### src/pll_ctrl_pkg.sv
package pll_ctrl_pkg;
  // register byte offsets
  localparam logic [7:0] CTRL_OFFSET = 8'h00;
  localparam logic [7:0] STATUS_OFFSET = 8'h04;
  localparam logic [7:0] DIVNM_OFFSET = 8'h08;
  localparam logic [7:0] NCO_OFFSET = 8'h0C;
  // control bits
  localparam int CTRL_AUTO_SENSE_BIT = 0;
  localparam int CTRL_EXT_SWITCH_BIT = 1;
  localparam int CTRL_GATED_LOCK_BIT = 2;
  localparam int CTRL_EXT_FB_BIT = 3;
  localparam int CTRL_INVERT_B_BIT = 4;
  localparam int CTRL_MANUAL_SWITCH_BIT = 5;
  localparam int CTRL_FLL_HOLD_BIT = 6;
  localparam logic [7:0] CTRL_RESET = 8'h07;
  // status bits
  localparam int STAT_ACTIVE_REF_BIT = 0;
  localparam int STAT_LOCKED_BIT = 1;
  localparam int STAT_PRIMARY_LOST_BIT = 2;
  localparam int STAT_PENDING_BIT = 3;
  localparam int STAT_RELOCK_TIMEOUT_BIT = 4;
  localparam int STAT_RECONFIG_DONE_BIT = 5;
  localparam int STAT_SWITCH_EVENT_BIT = 6;
  localparam int STAT_CHAIN_COUNT_LSB = 8;
  localparam int DIVNM_M_LSB = 16;
  // counter set: index 0 pre-divider, 1 feedback multiplier, then ten post-scale counters
  localparam int DIV_W = 9;
  localparam int NUM_POST = 10;
  localparam int NUM_DIV = NUM_POST + 2;
  localparam int POST_REGIONAL_BASE = 2;
  localparam int POST_GLOBAL_BASE = 4;
  localparam int POST_EXTERNAL_BASE = 8;
  localparam int DELAY_W = 5;
  localparam int CHAIN_DELAY_BASE = NUM_DIV * DIV_W;
  localparam int CHAIN_LEN = CHAIN_DELAY_BASE + NUM_POST * DELAY_W;
  localparam int CHAIN_CNT_W = 8;
  localparam logic [DIV_W-1:0] DIV_RESET = 9'h001;
  localparam logic [DELAY_W-1:0] DELAY_RESET = 5'h00;
  localparam int DELAY_STEP_PS = 250;
  // timing
  localparam int CLK_MHZ = 125;
  localparam int RELOCK_TIME_US = 100;
  localparam int RELOCK_CYCLES = RELOCK_TIME_US * CLK_MHZ;
  localparam int RECONFIG_TIME_US = 20;
  localparam int SHIFT_CLK_MHZ = 25;
  localparam int RECONFIG_MAX_BITS = RECONFIG_TIME_US * SHIFT_CLK_MHZ;
  localparam int LOSS_CYCLES = 64;
  localparam int LOCK_PULSES = 16;
  localparam logic [31:0] NCO_RESET = 32'h1000_0000;
  localparam logic [31:0] NCO_STEP = 32'h0000_1000;
  localparam logic signed [7:0] ERR_LIMIT = 8'sh40;
endpackage : pll_ctrl_pkg

### src/pll_counter_switchover_reconfig.sv
`timescale 1ns/10ps
// Functional notes
// - one pre-divider and one feedback multiplier, each 1 to 512.
// - two regional, four global, four external post counters, each 1 to 512.
// - loop drives VCO to reference times multiplier over pre-divider.
// - every output comes from a post counter dividing the VCO; pair outputs and the single output share counters.
// - lost primary edges move the reference to the secondary input.
// - external switch request forces switchover; user asserts it for unequal references.
// - gated lock going low switches to the secondary reference.
// - reference mux change is glitch free, no runt pulse reaches detector.
// - VCO keeps running during switchover; output drifts until relock.
// - lock regained within 100 microseconds after switchover.
// - running logic rewrites counters and delays without full reconfiguration.
// - each output has a variable delay element held in reconfigurable state.
// - bits shift in serially on a dedicated shift clock into a chain.
// - after the last bit the chain loads into active settings at once.
// - asynchronous clear resets the chain regardless of the shift clock.
// - whole reconfiguration takes under 20 microseconds at 25 MHz shift clock.
// - chain never touches charge pump, loop filter or phase taps.
// - only instances 5 and 6 offer external feedback.
// - instances 11 and 12 drive their single output from first global counter.
// - instances 5 and 6 drive eight single or four pair outputs from external counters.
// - delay elements step by 250 ps; they change during operation along with the counters.
module pll_counter_switchover_reconfig #(
  parameter int INSTANCE_ID = 5,
  parameter int RELOCK_LIMIT = pll_ctrl_pkg::RELOCK_CYCLES,
  parameter logic [31:0] NCO_INIT = pll_ctrl_pkg::NCO_RESET
) (
  input wire logic clk_i,
  input wire logic rst_i,
  input wire logic ce_i,
  input wire logic wb_cyc_i,
  input wire logic wb_stb_i,
  input wire logic wb_we_i,
  input wire logic [7:0] wb_adr_i,
  input wire logic [3:0] wb_sel_i,
  input wire logic [31:0] wb_dat_i,
  output logic [31:0] wb_dat_o,
  output logic wb_ack_o,
  input wire logic reference_input_zero_i,
  input wire logic reference_input_one_i,
  input wire logic ext_switch_request_i,
  input wire logic fb_in_i,
  input wire logic scan_clk_i,
  input wire logic scan_data_i,
  input wire logic scan_clear_i,
  output logic vco_tick_o,
  output logic active_ref_o,
  output logic locked_o,
  output logic [1:0] regional_clk_o,
  output logic [3:0] global_clk_o,
  output logic [3:0] ext_out_a_o,
  output logic [3:0] ext_out_b_o,
  output logic single_ext_out_o,
  output logic [pll_ctrl_pkg::NUM_POST*pll_ctrl_pkg::DELAY_W-1:0] delay_step_o
);
  import pll_ctrl_pkg::*;

  localparam int NPIN = 6;
  localparam bit EXT_FB_OK = (INSTANCE_ID == 5) || (INSTANCE_ID == 6);
  localparam bit SINGLE_OUT = (INSTANCE_ID == 11) || (INSTANCE_ID == 12);

  logic [NPIN-1:0] pin_in;
  logic [NPIN-1:0] s1_q, s2_q, s3_q, lvl_q, lvl_prev_q;
  logic [NPIN-1:0] rise;
  logic [7:0] ctrl_q;
  logic relock_to_q, reconf_done_q, sw_event_q;
  logic [DIV_W*NUM_DIV-1:0] div_cfg_q;
  logic [DELAY_W*NUM_POST-1:0] delay_cfg_q;
  logic [CHAIN_LEN-1:0] chain_q;
  logic [CHAIN_CNT_W-1:0] chain_cnt_q;
  logic load_q, sel_q, pend_q;
  logic [6:0] loss_cnt_q;
  logic primary_lost;
  logic lock_prev_q;
  logic [31:0] acc_q, incr_q;
  logic [32:0] acc_sum;
  logic signed [7:0] err_q;
  logic [4:0] lock_cnt_q;
  logic [16:0] relock_cnt_q;
  logic [NUM_DIV-1:0] div_tick, div_pulse, div_clk;
  logic wb_req, wb_wr, wb_rd_en, switch_now;
  logic [31:0] status_word;
  logic [3:0] hit;

  // decodes a register address to a one-hot select
  function automatic logic [3:0] reg_hit(input logic [7:0] adr);
    reg_hit = {adr == NCO_OFFSET, adr == DIVNM_OFFSET, adr == STATUS_OFFSET, adr == CTRL_OFFSET};
  endfunction : reg_hit
  assign hit = reg_hit(wb_adr_i); // one decode shared by every register access

  assign pin_in = {scan_data_i, scan_clk_i, fb_in_i, ext_switch_request_i,
                   reference_input_one_i, reference_input_zero_i};

  // three-stage synchronisers; a level counts once stages two and three agree
  always_ff @(posedge clk_i)
  begin
    if (rst_i)
    begin
      s1_q <= '0;
      s2_q <= '0;
      s3_q <= '0;
      lvl_q <= '0;
      lvl_prev_q <= '0;
    end
    else if (ce_i)
    begin
      s1_q <= pin_in;
      s2_q <= s1_q;
      s3_q <= s2_q;
      lvl_q <= (s2_q & s3_q) | (lvl_q & (s2_q ^ s3_q));
      lvl_prev_q <= lvl_q;
    end
  end
  assign rise = lvl_q & ~lvl_prev_q;

  // clock sense: count cycles since the last primary edge
  always_ff @(posedge clk_i)
  begin
    if (rst_i || (ce_i && (rise[0] || switch_now))) // sensing restarts after each switch
      loss_cnt_q <= '0;
    else if (ce_i && loss_cnt_q != 7'(LOSS_CYCLES))
      loss_cnt_q <= loss_cnt_q + 7'h01;
  end
  assign primary_lost = loss_cnt_q == 7'(LOSS_CYCLES);

  // switch request register; the mux moves only while both references sit low
  assign switch_now = pend_q && !lvl_q[0] && !lvl_q[1];
  always_ff @(posedge clk_i)
  begin
    if (rst_i)
    begin
      pend_q <= 1'b0;
      sel_q <= 1'b0;
      lock_prev_q <= 1'b0;
    end
    else if (ce_i)
    begin
      lock_prev_q <= locked_o && !switch_now && !load_q; // lock drops from a switch or reload are no loss
      if (switch_now)
      begin
        pend_q <= 1'b0;
        sel_q <= ~sel_q;
      end
      else if (!sel_q && ctrl_q[CTRL_AUTO_SENSE_BIT] && primary_lost)
        pend_q <= 1'b1;
      else if (!sel_q && ctrl_q[CTRL_GATED_LOCK_BIT] && lock_prev_q && !locked_o)
        pend_q <= 1'b1;
      else if ((ctrl_q[CTRL_EXT_SWITCH_BIT] && rise[2]) || (wb_wr && hit[0] && wb_sel_i[0]
               && wb_dat_i[CTRL_MANUAL_SWITCH_BIT]))
        pend_q <= 1'b1;
    end
  end
  assign active_ref_o = sel_q;

  // digital VCO: phase accumulator that never stops, also across a switch
  assign acc_sum = {1'b0, acc_q} + {1'b0, incr_q};
  always_ff @(posedge clk_i)
  begin
    if (rst_i)
    begin
      acc_q <= '0;
      vco_tick_o <= 1'b0;
    end
    else if (ce_i)
    begin
      acc_q <= acc_sum[31:0];
      vco_tick_o <= acc_sum[32];
    end
  end

  // divider inputs: reference into pre-divider, VCO or external feedback into multiplier
  always_comb
  begin
    div_tick = {NUM_DIV{vco_tick_o}};
    div_tick[0] = sel_q ? rise[1] : rise[0];
    div_tick[1] = (EXT_FB_OK && ctrl_q[CTRL_EXT_FB_BIT]) ? rise[3] : vco_tick_o;
  end

  // one divider per counter, all programmable 1 to 512
  generate
    for (genvar g = 0; g < NUM_DIV; g++)
    begin : g_div
      pll_divider #(
        .W(DIV_W)
      ) u_div (
        .clk_i(clk_i),
        .rst_i(rst_i),
        .ce_i(ce_i),
        .restart_i(load_q),
        .tick_i(div_tick[g]),
        .div_i(div_cfg_q[g*DIV_W +: DIV_W]),
        .pulse_o(div_pulse[g]),
        .clk_o(div_clk[g])
      );
    end
  endgenerate

  // frequency loop: ref/n against vco/m steers the accumulator increment
  always_ff @(posedge clk_i)
  begin
    if (rst_i)
    begin
      err_q <= '0;
      incr_q <= NCO_INIT;
      lock_cnt_q <= '0;
      locked_o <= 1'b0;
    end
    else if (ce_i)
    begin
      if (load_q || switch_now)
      begin
        err_q <= '0;
        lock_cnt_q <= '0;
        locked_o <= 1'b0;
      end
      else
      begin
        if (div_pulse[0] && !div_pulse[1] && err_q < ERR_LIMIT)
          err_q <= err_q + 8'sh01;
        else if (div_pulse[1] && !div_pulse[0] && err_q > -ERR_LIMIT)
          err_q <= err_q - 8'sh01;
        if (div_pulse[0] && !ctrl_q[CTRL_FLL_HOLD_BIT] && !pend_q)
        begin
          if (err_q > 8'sh01)
            incr_q <= incr_q + NCO_STEP;
          else if (err_q < -8'sh01)
            incr_q <= incr_q - NCO_STEP;
          if (err_q >= -8'sh01 && err_q <= 8'sh01)
          begin
            if (lock_cnt_q != 5'(LOCK_PULSES))
              lock_cnt_q <= lock_cnt_q + 5'h01;
            else
              locked_o <= 1'b1;
          end
          else
          begin
            lock_cnt_q <= '0;
            locked_o <= 1'b0;
          end
        end
      end
    end
  end

  // relock watchdog started by each switch
  always_ff @(posedge clk_i)
  begin
    if (rst_i)
      relock_cnt_q <= '0;
    else if (ce_i)
    begin
      if (switch_now)
        relock_cnt_q <= 17'(RELOCK_LIMIT);
      else if (locked_o)
        relock_cnt_q <= '0;
      else if (relock_cnt_q != '0)
        relock_cnt_q <= relock_cnt_q - 17'h00001;
    end
  end

  // serial chain on the shift clock edge; cleared at once by the clear pin
  always_ff @(posedge clk_i or posedge scan_clear_i)
  begin
    if (scan_clear_i)
    begin
      chain_q <= '0;
      chain_cnt_q <= '0;
      load_q <= 1'b0;
    end
    else if (ce_i)
    begin
      load_q <= 1'b0;
      if (rise[4])
      begin
        chain_q <= {chain_q[CHAIN_LEN-2:0], lvl_q[5]};
        if (chain_cnt_q == CHAIN_CNT_W'(CHAIN_LEN - 1))
        begin
          chain_cnt_q <= '0;
          load_q <= 1'b1;
        end
        else
          chain_cnt_q <= chain_cnt_q + 8'h01;
      end
    end
  end

  // one-shot transfer of the chain into live counter and delay settings
  always_ff @(posedge clk_i)
  begin
    if (rst_i)
    begin
      div_cfg_q <= {NUM_DIV{DIV_RESET}};
      delay_cfg_q <= {NUM_POST{DELAY_RESET}};
    end
    else if (ce_i && load_q)
    begin
      div_cfg_q <= chain_q[CHAIN_DELAY_BASE-1:0];
      delay_cfg_q <= chain_q[CHAIN_LEN-1:CHAIN_DELAY_BASE];
    end
  end
  assign delay_step_o = delay_cfg_q;

  // output routing per instance flavour
  always_comb
  begin
    regional_clk_o = div_clk[POST_REGIONAL_BASE +: 2];
    global_clk_o = div_clk[POST_GLOBAL_BASE +: 4];
    ext_out_a_o = EXT_FB_OK ? div_clk[POST_EXTERNAL_BASE +: 4] : 4'h0;
    ext_out_b_o = EXT_FB_OK ? (div_clk[POST_EXTERNAL_BASE +: 4] ^ {4{ctrl_q[CTRL_INVERT_B_BIT]}}) : 4'h0;
    single_ext_out_o = SINGLE_OUT ? div_clk[POST_GLOBAL_BASE] : 1'b0;
  end

  // wishbone slave: one wait state, ack drops the cycle after it rose
  assign wb_req = wb_cyc_i && wb_stb_i && !wb_ack_o;
  assign wb_wr = ce_i && wb_req && wb_we_i;
  assign wb_rd_en = ce_i && wb_req && !wb_we_i;
  assign status_word = {16'h0000, chain_cnt_q, 1'b0, sw_event_q, reconf_done_q, relock_to_q,
                        pend_q, primary_lost, locked_o, sel_q};
  always_ff @(posedge clk_i)
  begin
    if (rst_i)
    begin
      wb_ack_o <= 1'b0;
      wb_dat_o <= '0;
    end
    else if (ce_i)
    begin
      wb_ack_o <= wb_req;
      if (wb_rd_en)
      begin
        unique case (1'b1)
          hit[0]: wb_dat_o <= {24'h000000, ctrl_q};
          hit[1]: wb_dat_o <= status_word;
          hit[2]: wb_dat_o <= {7'h00, div_cfg_q[DIV_W +: DIV_W], 7'h00, div_cfg_q[0 +: DIV_W]};
          hit[3]: wb_dat_o <= incr_q;
          default: wb_dat_o <= 32'h0000_0000;
        endcase
      end
    end
  end

  // control register; the manual switch bit reads back as zero
  always_ff @(posedge clk_i)
  begin
    if (rst_i)
      ctrl_q <= CTRL_RESET;
    else if (wb_wr && hit[0] && wb_sel_i[0])
    begin
      ctrl_q <= wb_dat_i[7:0];
      ctrl_q[CTRL_MANUAL_SWITCH_BIT] <= 1'b0;
    end
  end

  // sticky status flags, write one to clear, a new event wins over the clear
  always_ff @(posedge clk_i)
  begin
    if (rst_i)
    begin
      relock_to_q <= 1'b0;
      reconf_done_q <= 1'b0;
      sw_event_q <= 1'b0;
    end
    else if (ce_i)
    begin
      if (relock_cnt_q == 17'h00001 && !locked_o)
        relock_to_q <= 1'b1;
      else if (wb_wr && hit[1] && wb_sel_i[0] && wb_dat_i[STAT_RELOCK_TIMEOUT_BIT])
        relock_to_q <= 1'b0;
      if (load_q)
        reconf_done_q <= 1'b1;
      else if (wb_wr && hit[1] && wb_sel_i[0] && wb_dat_i[STAT_RECONFIG_DONE_BIT])
        reconf_done_q <= 1'b0;
      if (switch_now)
        sw_event_q <= 1'b1;
      else if (wb_wr && hit[1] && wb_sel_i[0] && wb_dat_i[STAT_SWITCH_EVENT_BIT])
        sw_event_q <= 1'b0;
    end
  end
endmodule : pll_counter_switchover_reconfig

### src/pll_divider.sv
`timescale 1ns/10ps
// programmable divider: divides tick_i by div_i, 0 meaning 512
module pll_divider #(
  parameter int W = 9
) (
  input wire logic clk_i,
  input wire logic rst_i,
  input wire logic ce_i,
  input wire logic restart_i,
  input wire logic tick_i,
  input wire logic [W-1:0] div_i,
  output logic pulse_o,
  output logic clk_o
);
  logic [W:0] full;
  logic [W:0] cnt_q;
  logic [W:0] cnt_d;

  // terminal count, zero code stands for the largest ratio
  always_comb
  begin
    full = (div_i == '0) ? {1'b1, {W{1'b0}}} : {1'b0, div_i};
    cnt_d = (cnt_q <= {{W{1'b0}}, 1'b1}) ? full : cnt_q - {{W{1'b0}}, 1'b1};
  end

  // count down on each input tick and reload at the end of a period
  always_ff @(posedge clk_i)
  begin
    if (rst_i || restart_i)
    begin
      cnt_q <= {{W{1'b0}}, 1'b1};
      pulse_o <= 1'b0;
      clk_o <= 1'b0;
    end
    else if (ce_i)
    begin
      pulse_o <= tick_i && (cnt_q <= {{W{1'b0}}, 1'b1});
      if (tick_i)
      begin
        cnt_q <= cnt_d;
        clk_o <= cnt_d > {1'b0, full[W:1]}; // high in the first half period
      end
    end
  end
endmodule : pll_divider

### config.mk
export PLATFORM = sky130hd
export DESIGN_NAME = pll_counter_switchover_reconfig
export DESIGN_NICKNAME = d
export VERILOG_FILES = /design/src/pll_ctrl_pkg.sv /design/src/pll_counter_switchover_reconfig.sv /design/src/pll_divider.sv
export SDC_FILE = /design/constraint.sdc
export NUM_CORES = 2
export LEC_CHECK = 0
export ABC_AREA = 1
export BUFFER_PORTS_ARGS = -buffer_cell sky130_fd_sc_hd__buf_2
export CAP_MARGIN = 20
export CORE_MARGIN = 2
export CORE_UTILIZATION = 65
export DETAILED_ROUTE_END_ITERATION = 7
export MAX_ROUTING_LAYER = met4
export PLACE_DENSITY_LB_ADDON = 0.05
export SYNTH_ARGS = -nofsm -noshare
export SYNTH_HDL_FRONTEND = slang
export SYNTH_SLANG_ARGS = --single-unit
### constraint.sdc
create_clock -name clk_i -period 13.9 [get_ports clk_i]
set_input_delay 0.695 -clock clk_i [delete_from_list [all_inputs] [get_ports clk_i]]
set_output_delay 0.695 -clock clk_i [all_outputs]
set_load 0.02 [all_outputs]
==> results.cfg <==
[power]
p_total_w = 0.00437
powerDensity_nw_per_um2 = 126
p_leak_nw = 17.1
ir_drop_v = 0.000101

[finish]
num-fill-cells = 4133
areaGrowthSynthToFinish_pct = 9.35
layout.nets = 4660
stdcell_area_um2 = 34800
insertedDiodeCount = 0
drive_gt1_share_pct = 7.67
final_util_pct = 71.5

[place]
post_dp_cell_area_um2 = 32500
io_buffers = 129
hpwl_mm = 49.0
post-place-ws_ns = 9.64
gp_congestion = 0.933

[routing]
drc_errors = 0
wl_mm = 73.4
drtIter0Drc = 1919
drt-vias-per-instance = 5.52
routedWlPerCell_um = 14.4
ant_nets = 0
via_count = 28200
first_pass_iters = 6

[logic_synthesis]
synth_edf_count = 0
ys_warn_count = 0
synth_area_per_cell_um2 = 7.21
synthDistinctLibCells = 55
synthArstFlopShare_pct = 27.3
synth_top_family_by_area = simple AND/OR/NAND/NOR gates
synth_top_area_share_pct = 27.9
synth_seq_cells = 611
synth_fp_nets = 4643
synth_area_um2 = 31800
ys_top_cells_by_area = dfxtp_1 28%, dfrtp_1 13%, nand2_1 11%, o21ai_0 8.6%, ha_1 6.7%
synth.largest_area_cell = dfxtp_1
synth_simple_gate_area_share_pct = 21.8
synth_compound_area_share_pct = 19.0
synthFlopType = dfxtp_1
synth_fa_ha_area_share_pct = 6.85
synthMuxAreaShare_pct = 0
synth_xor_area_share_pct = 1.62
ys_seq_area_share_pct = 41.1
synthCells = 4413

[flow_run]
maxCapViolations = 0

[cts]
cts_resized = 0
path_clk_slew_ns = 0.06
cts.path.max_buffers = 3
cts.sinks = 611
cts_buffers = 66
clock_latency_ns = 0.61
htree_num_levels = 3
holdBufCountCts = 0
cts_tree = yes
root_buffer = clkbuf_16
post_cts_buffers = 0

[floorplanning]
ios = 158
die_area_um2 = 50700
dieWidth_um = 225
core_um2 = 48600
start_util_pct = 65.4
rows = 81
die-height_um = 225

[setup_path]
cpPeakStageDelay_ns = 0.92
worstPathRequired_ns = 14.33
critPathKind = primary input to flip-flop
rrSetupSlack_ns = 10.73
crit_chain = buf_2 > buf_4 > nand2_1 > nor2_4 > buf_4 > buf_4 > o21ai_0
cp_max_fo = 120
startpoint_type = primary input
crit_top_cell = buf_4
end_kind = flip-flop
slowest_stage = buf_4
cp_data_arrival_time_ns = 4.18

[worst_hold_path]
hp-class = primary input to asynchronous set/reset pin

[global_routing]
grt_pass1_vias = 26000
grt_pass1_wl_mm = 124
antenna_found_initial = 0
grt_overflow_total = 0
grt_usage_pct = 30.0
grt_max_degree = 131

[timing]
post-route-min-period_ns = 3.75
fin_crit_sh_pct = 27.0
final-hold-violation-count = 0
skew_ns = 0.0175
max_slew_margin_pct = 32.0
final_max_slew_viol_count = 0
setup_violations = 0
worstMarginPinSlew_ns = 1.02
tns_ns = 0
fin_ws_ns = 10.15
rsz0062_at_grt = false
max_clock_freq_mhz = 267

[outcome]
status = complete, no violations
[critical path, delay by kind of cell]
| family | cells | cell delay [ns] |
|---|---|---|
| compound gates | 1 | 0.22 |
| buf+inv | 4 | 2.52 |
| simple gates | 2 | 0.58 |
[state kept, by name, summed over array words and instances (netlist names), 8 cells and up]
register	flops
chain_q	158
g_div.u_div.cnt_q	120
div_cfg_q	108
delay_step_o	50
wb_dat_o	32
acc_q	20
incr_q	20
relock_cnt_q	17
g_div.u_div.clk_o	10
chain_cnt_q	8
err_q	8
[per-layer routing]
| metal | up-vias | routed length, µm | global-route usage (%) |
|---|---|---|---|
| met3 | 105 | 3320 | 4.45 |
| met2 | 600 | 34100 | 48.9 |
| li1 | 14400 | - | - |
| met4 | 0 | 1410 | 7.07 |
| met1 | 13000 | 34500 | 39.6 |
| met5 | - | 0 | - |
[power breakdown]
group	internal, W	switching, W	leakage, nW	total [W]
Sequential	0.00185	0.0000594	5.62	0.00191
Combinational	0.000224	0.000431	10.4	0.000655
Clock	0.00107	0.000730	1.10	0.00180
[cells in the mapped netlist (14+ instances only)]
cell type / number
a21oi_1: 384
buf_2: 45
buf_4: 17
clkbuf_1: 125
dfrtp_1: 167
dfxtp_1: 444
ha_1: 171
inv_1: 557
inv_2: 18
nand2_1: 961
nand3_1: 181
nand4_1: 47
nor2_1: 375
nor2_2: 14
nor3_1: 37
nor4_1: 14
o211ai_1: 70
o21ai_0: 545
o21ai_1: 21
o21bai_1: 41
xnor2_1: 16
xor2_1: 43
[final timing paths]
check,startpoint,endpoint,cells after the start
setup / recovery,ce_i,chain_q[126],7
hold / removal,scan_clear_i,chain_q[148],2
setup reg to reg,err_q[0],incr_q[25],16
hold reg to reg,lvl_prev_q[2],lvl_prev_q[2],2
max in group asynchronous,scan_clear_i,chain_cnt_q[5],3
min in group clk_i,ext_switch_request_i,s1_q[2],3
[logic make-up (layout without fill, tap and decap cells)]
group	after synthesis	in the layout
flip-flops	611	611
AO/OA/AOI/OAI	1118	1118
AND/OR/NAND/NOR	1674	1674
other	1	1
buffers and inverters	777	847
XOR/XNOR	59	59
adder cells (fa/ha/maj)	173	173
[cell type report]
class | instances | area [µm²] | share of cell area, %
clock inverters | 25 | 278 | 0.798
inverters | 578 | 2180 | 6.28
clock buffers | 96 | 1990 | 5.71
well taps | 622 | 778 | 2.24
multi-input cells | 3025 | 15700 | 45.2
repair buffers | 148 | 788 | 2.27
flip-flops and latches | 611 | 13100 | 37.6
[cell usage in the layout, fill, tap and decap left out, types with 13 or more instances in the layout]
cell type / instances
nand2_1: 959
inv_1: 554
o21ai_0: 545
dfxtp_1: 444
a21oi_1: 384
nor2_1: 374
nand3_1: 181
ha_1: 171
dfrtp_1: 167
buf_2: 129
o211ai_1: 70
clkbuf_16: 67
nand4_1: 47
xor2_1: 43
o21bai_1: 41
nor3_1: 37
o21ai_1: 21
clkbuf_8: 20
buf_4: 19
inv_2: 17
xnor2_1: 16
nor4_1: 14
nor2_2: 13
[stage by stage]
step / cells / hold slack [ns]
after floorplan: 4413 / 0.430
after global placement: 4984 / 0.442
after detailed placement: 4984 / 0.449
after CTS: 5105 / 0.291
after global routing: 5105 / 0.309
final: 5105 / 0.289
(Power assumes the default switching activity.)
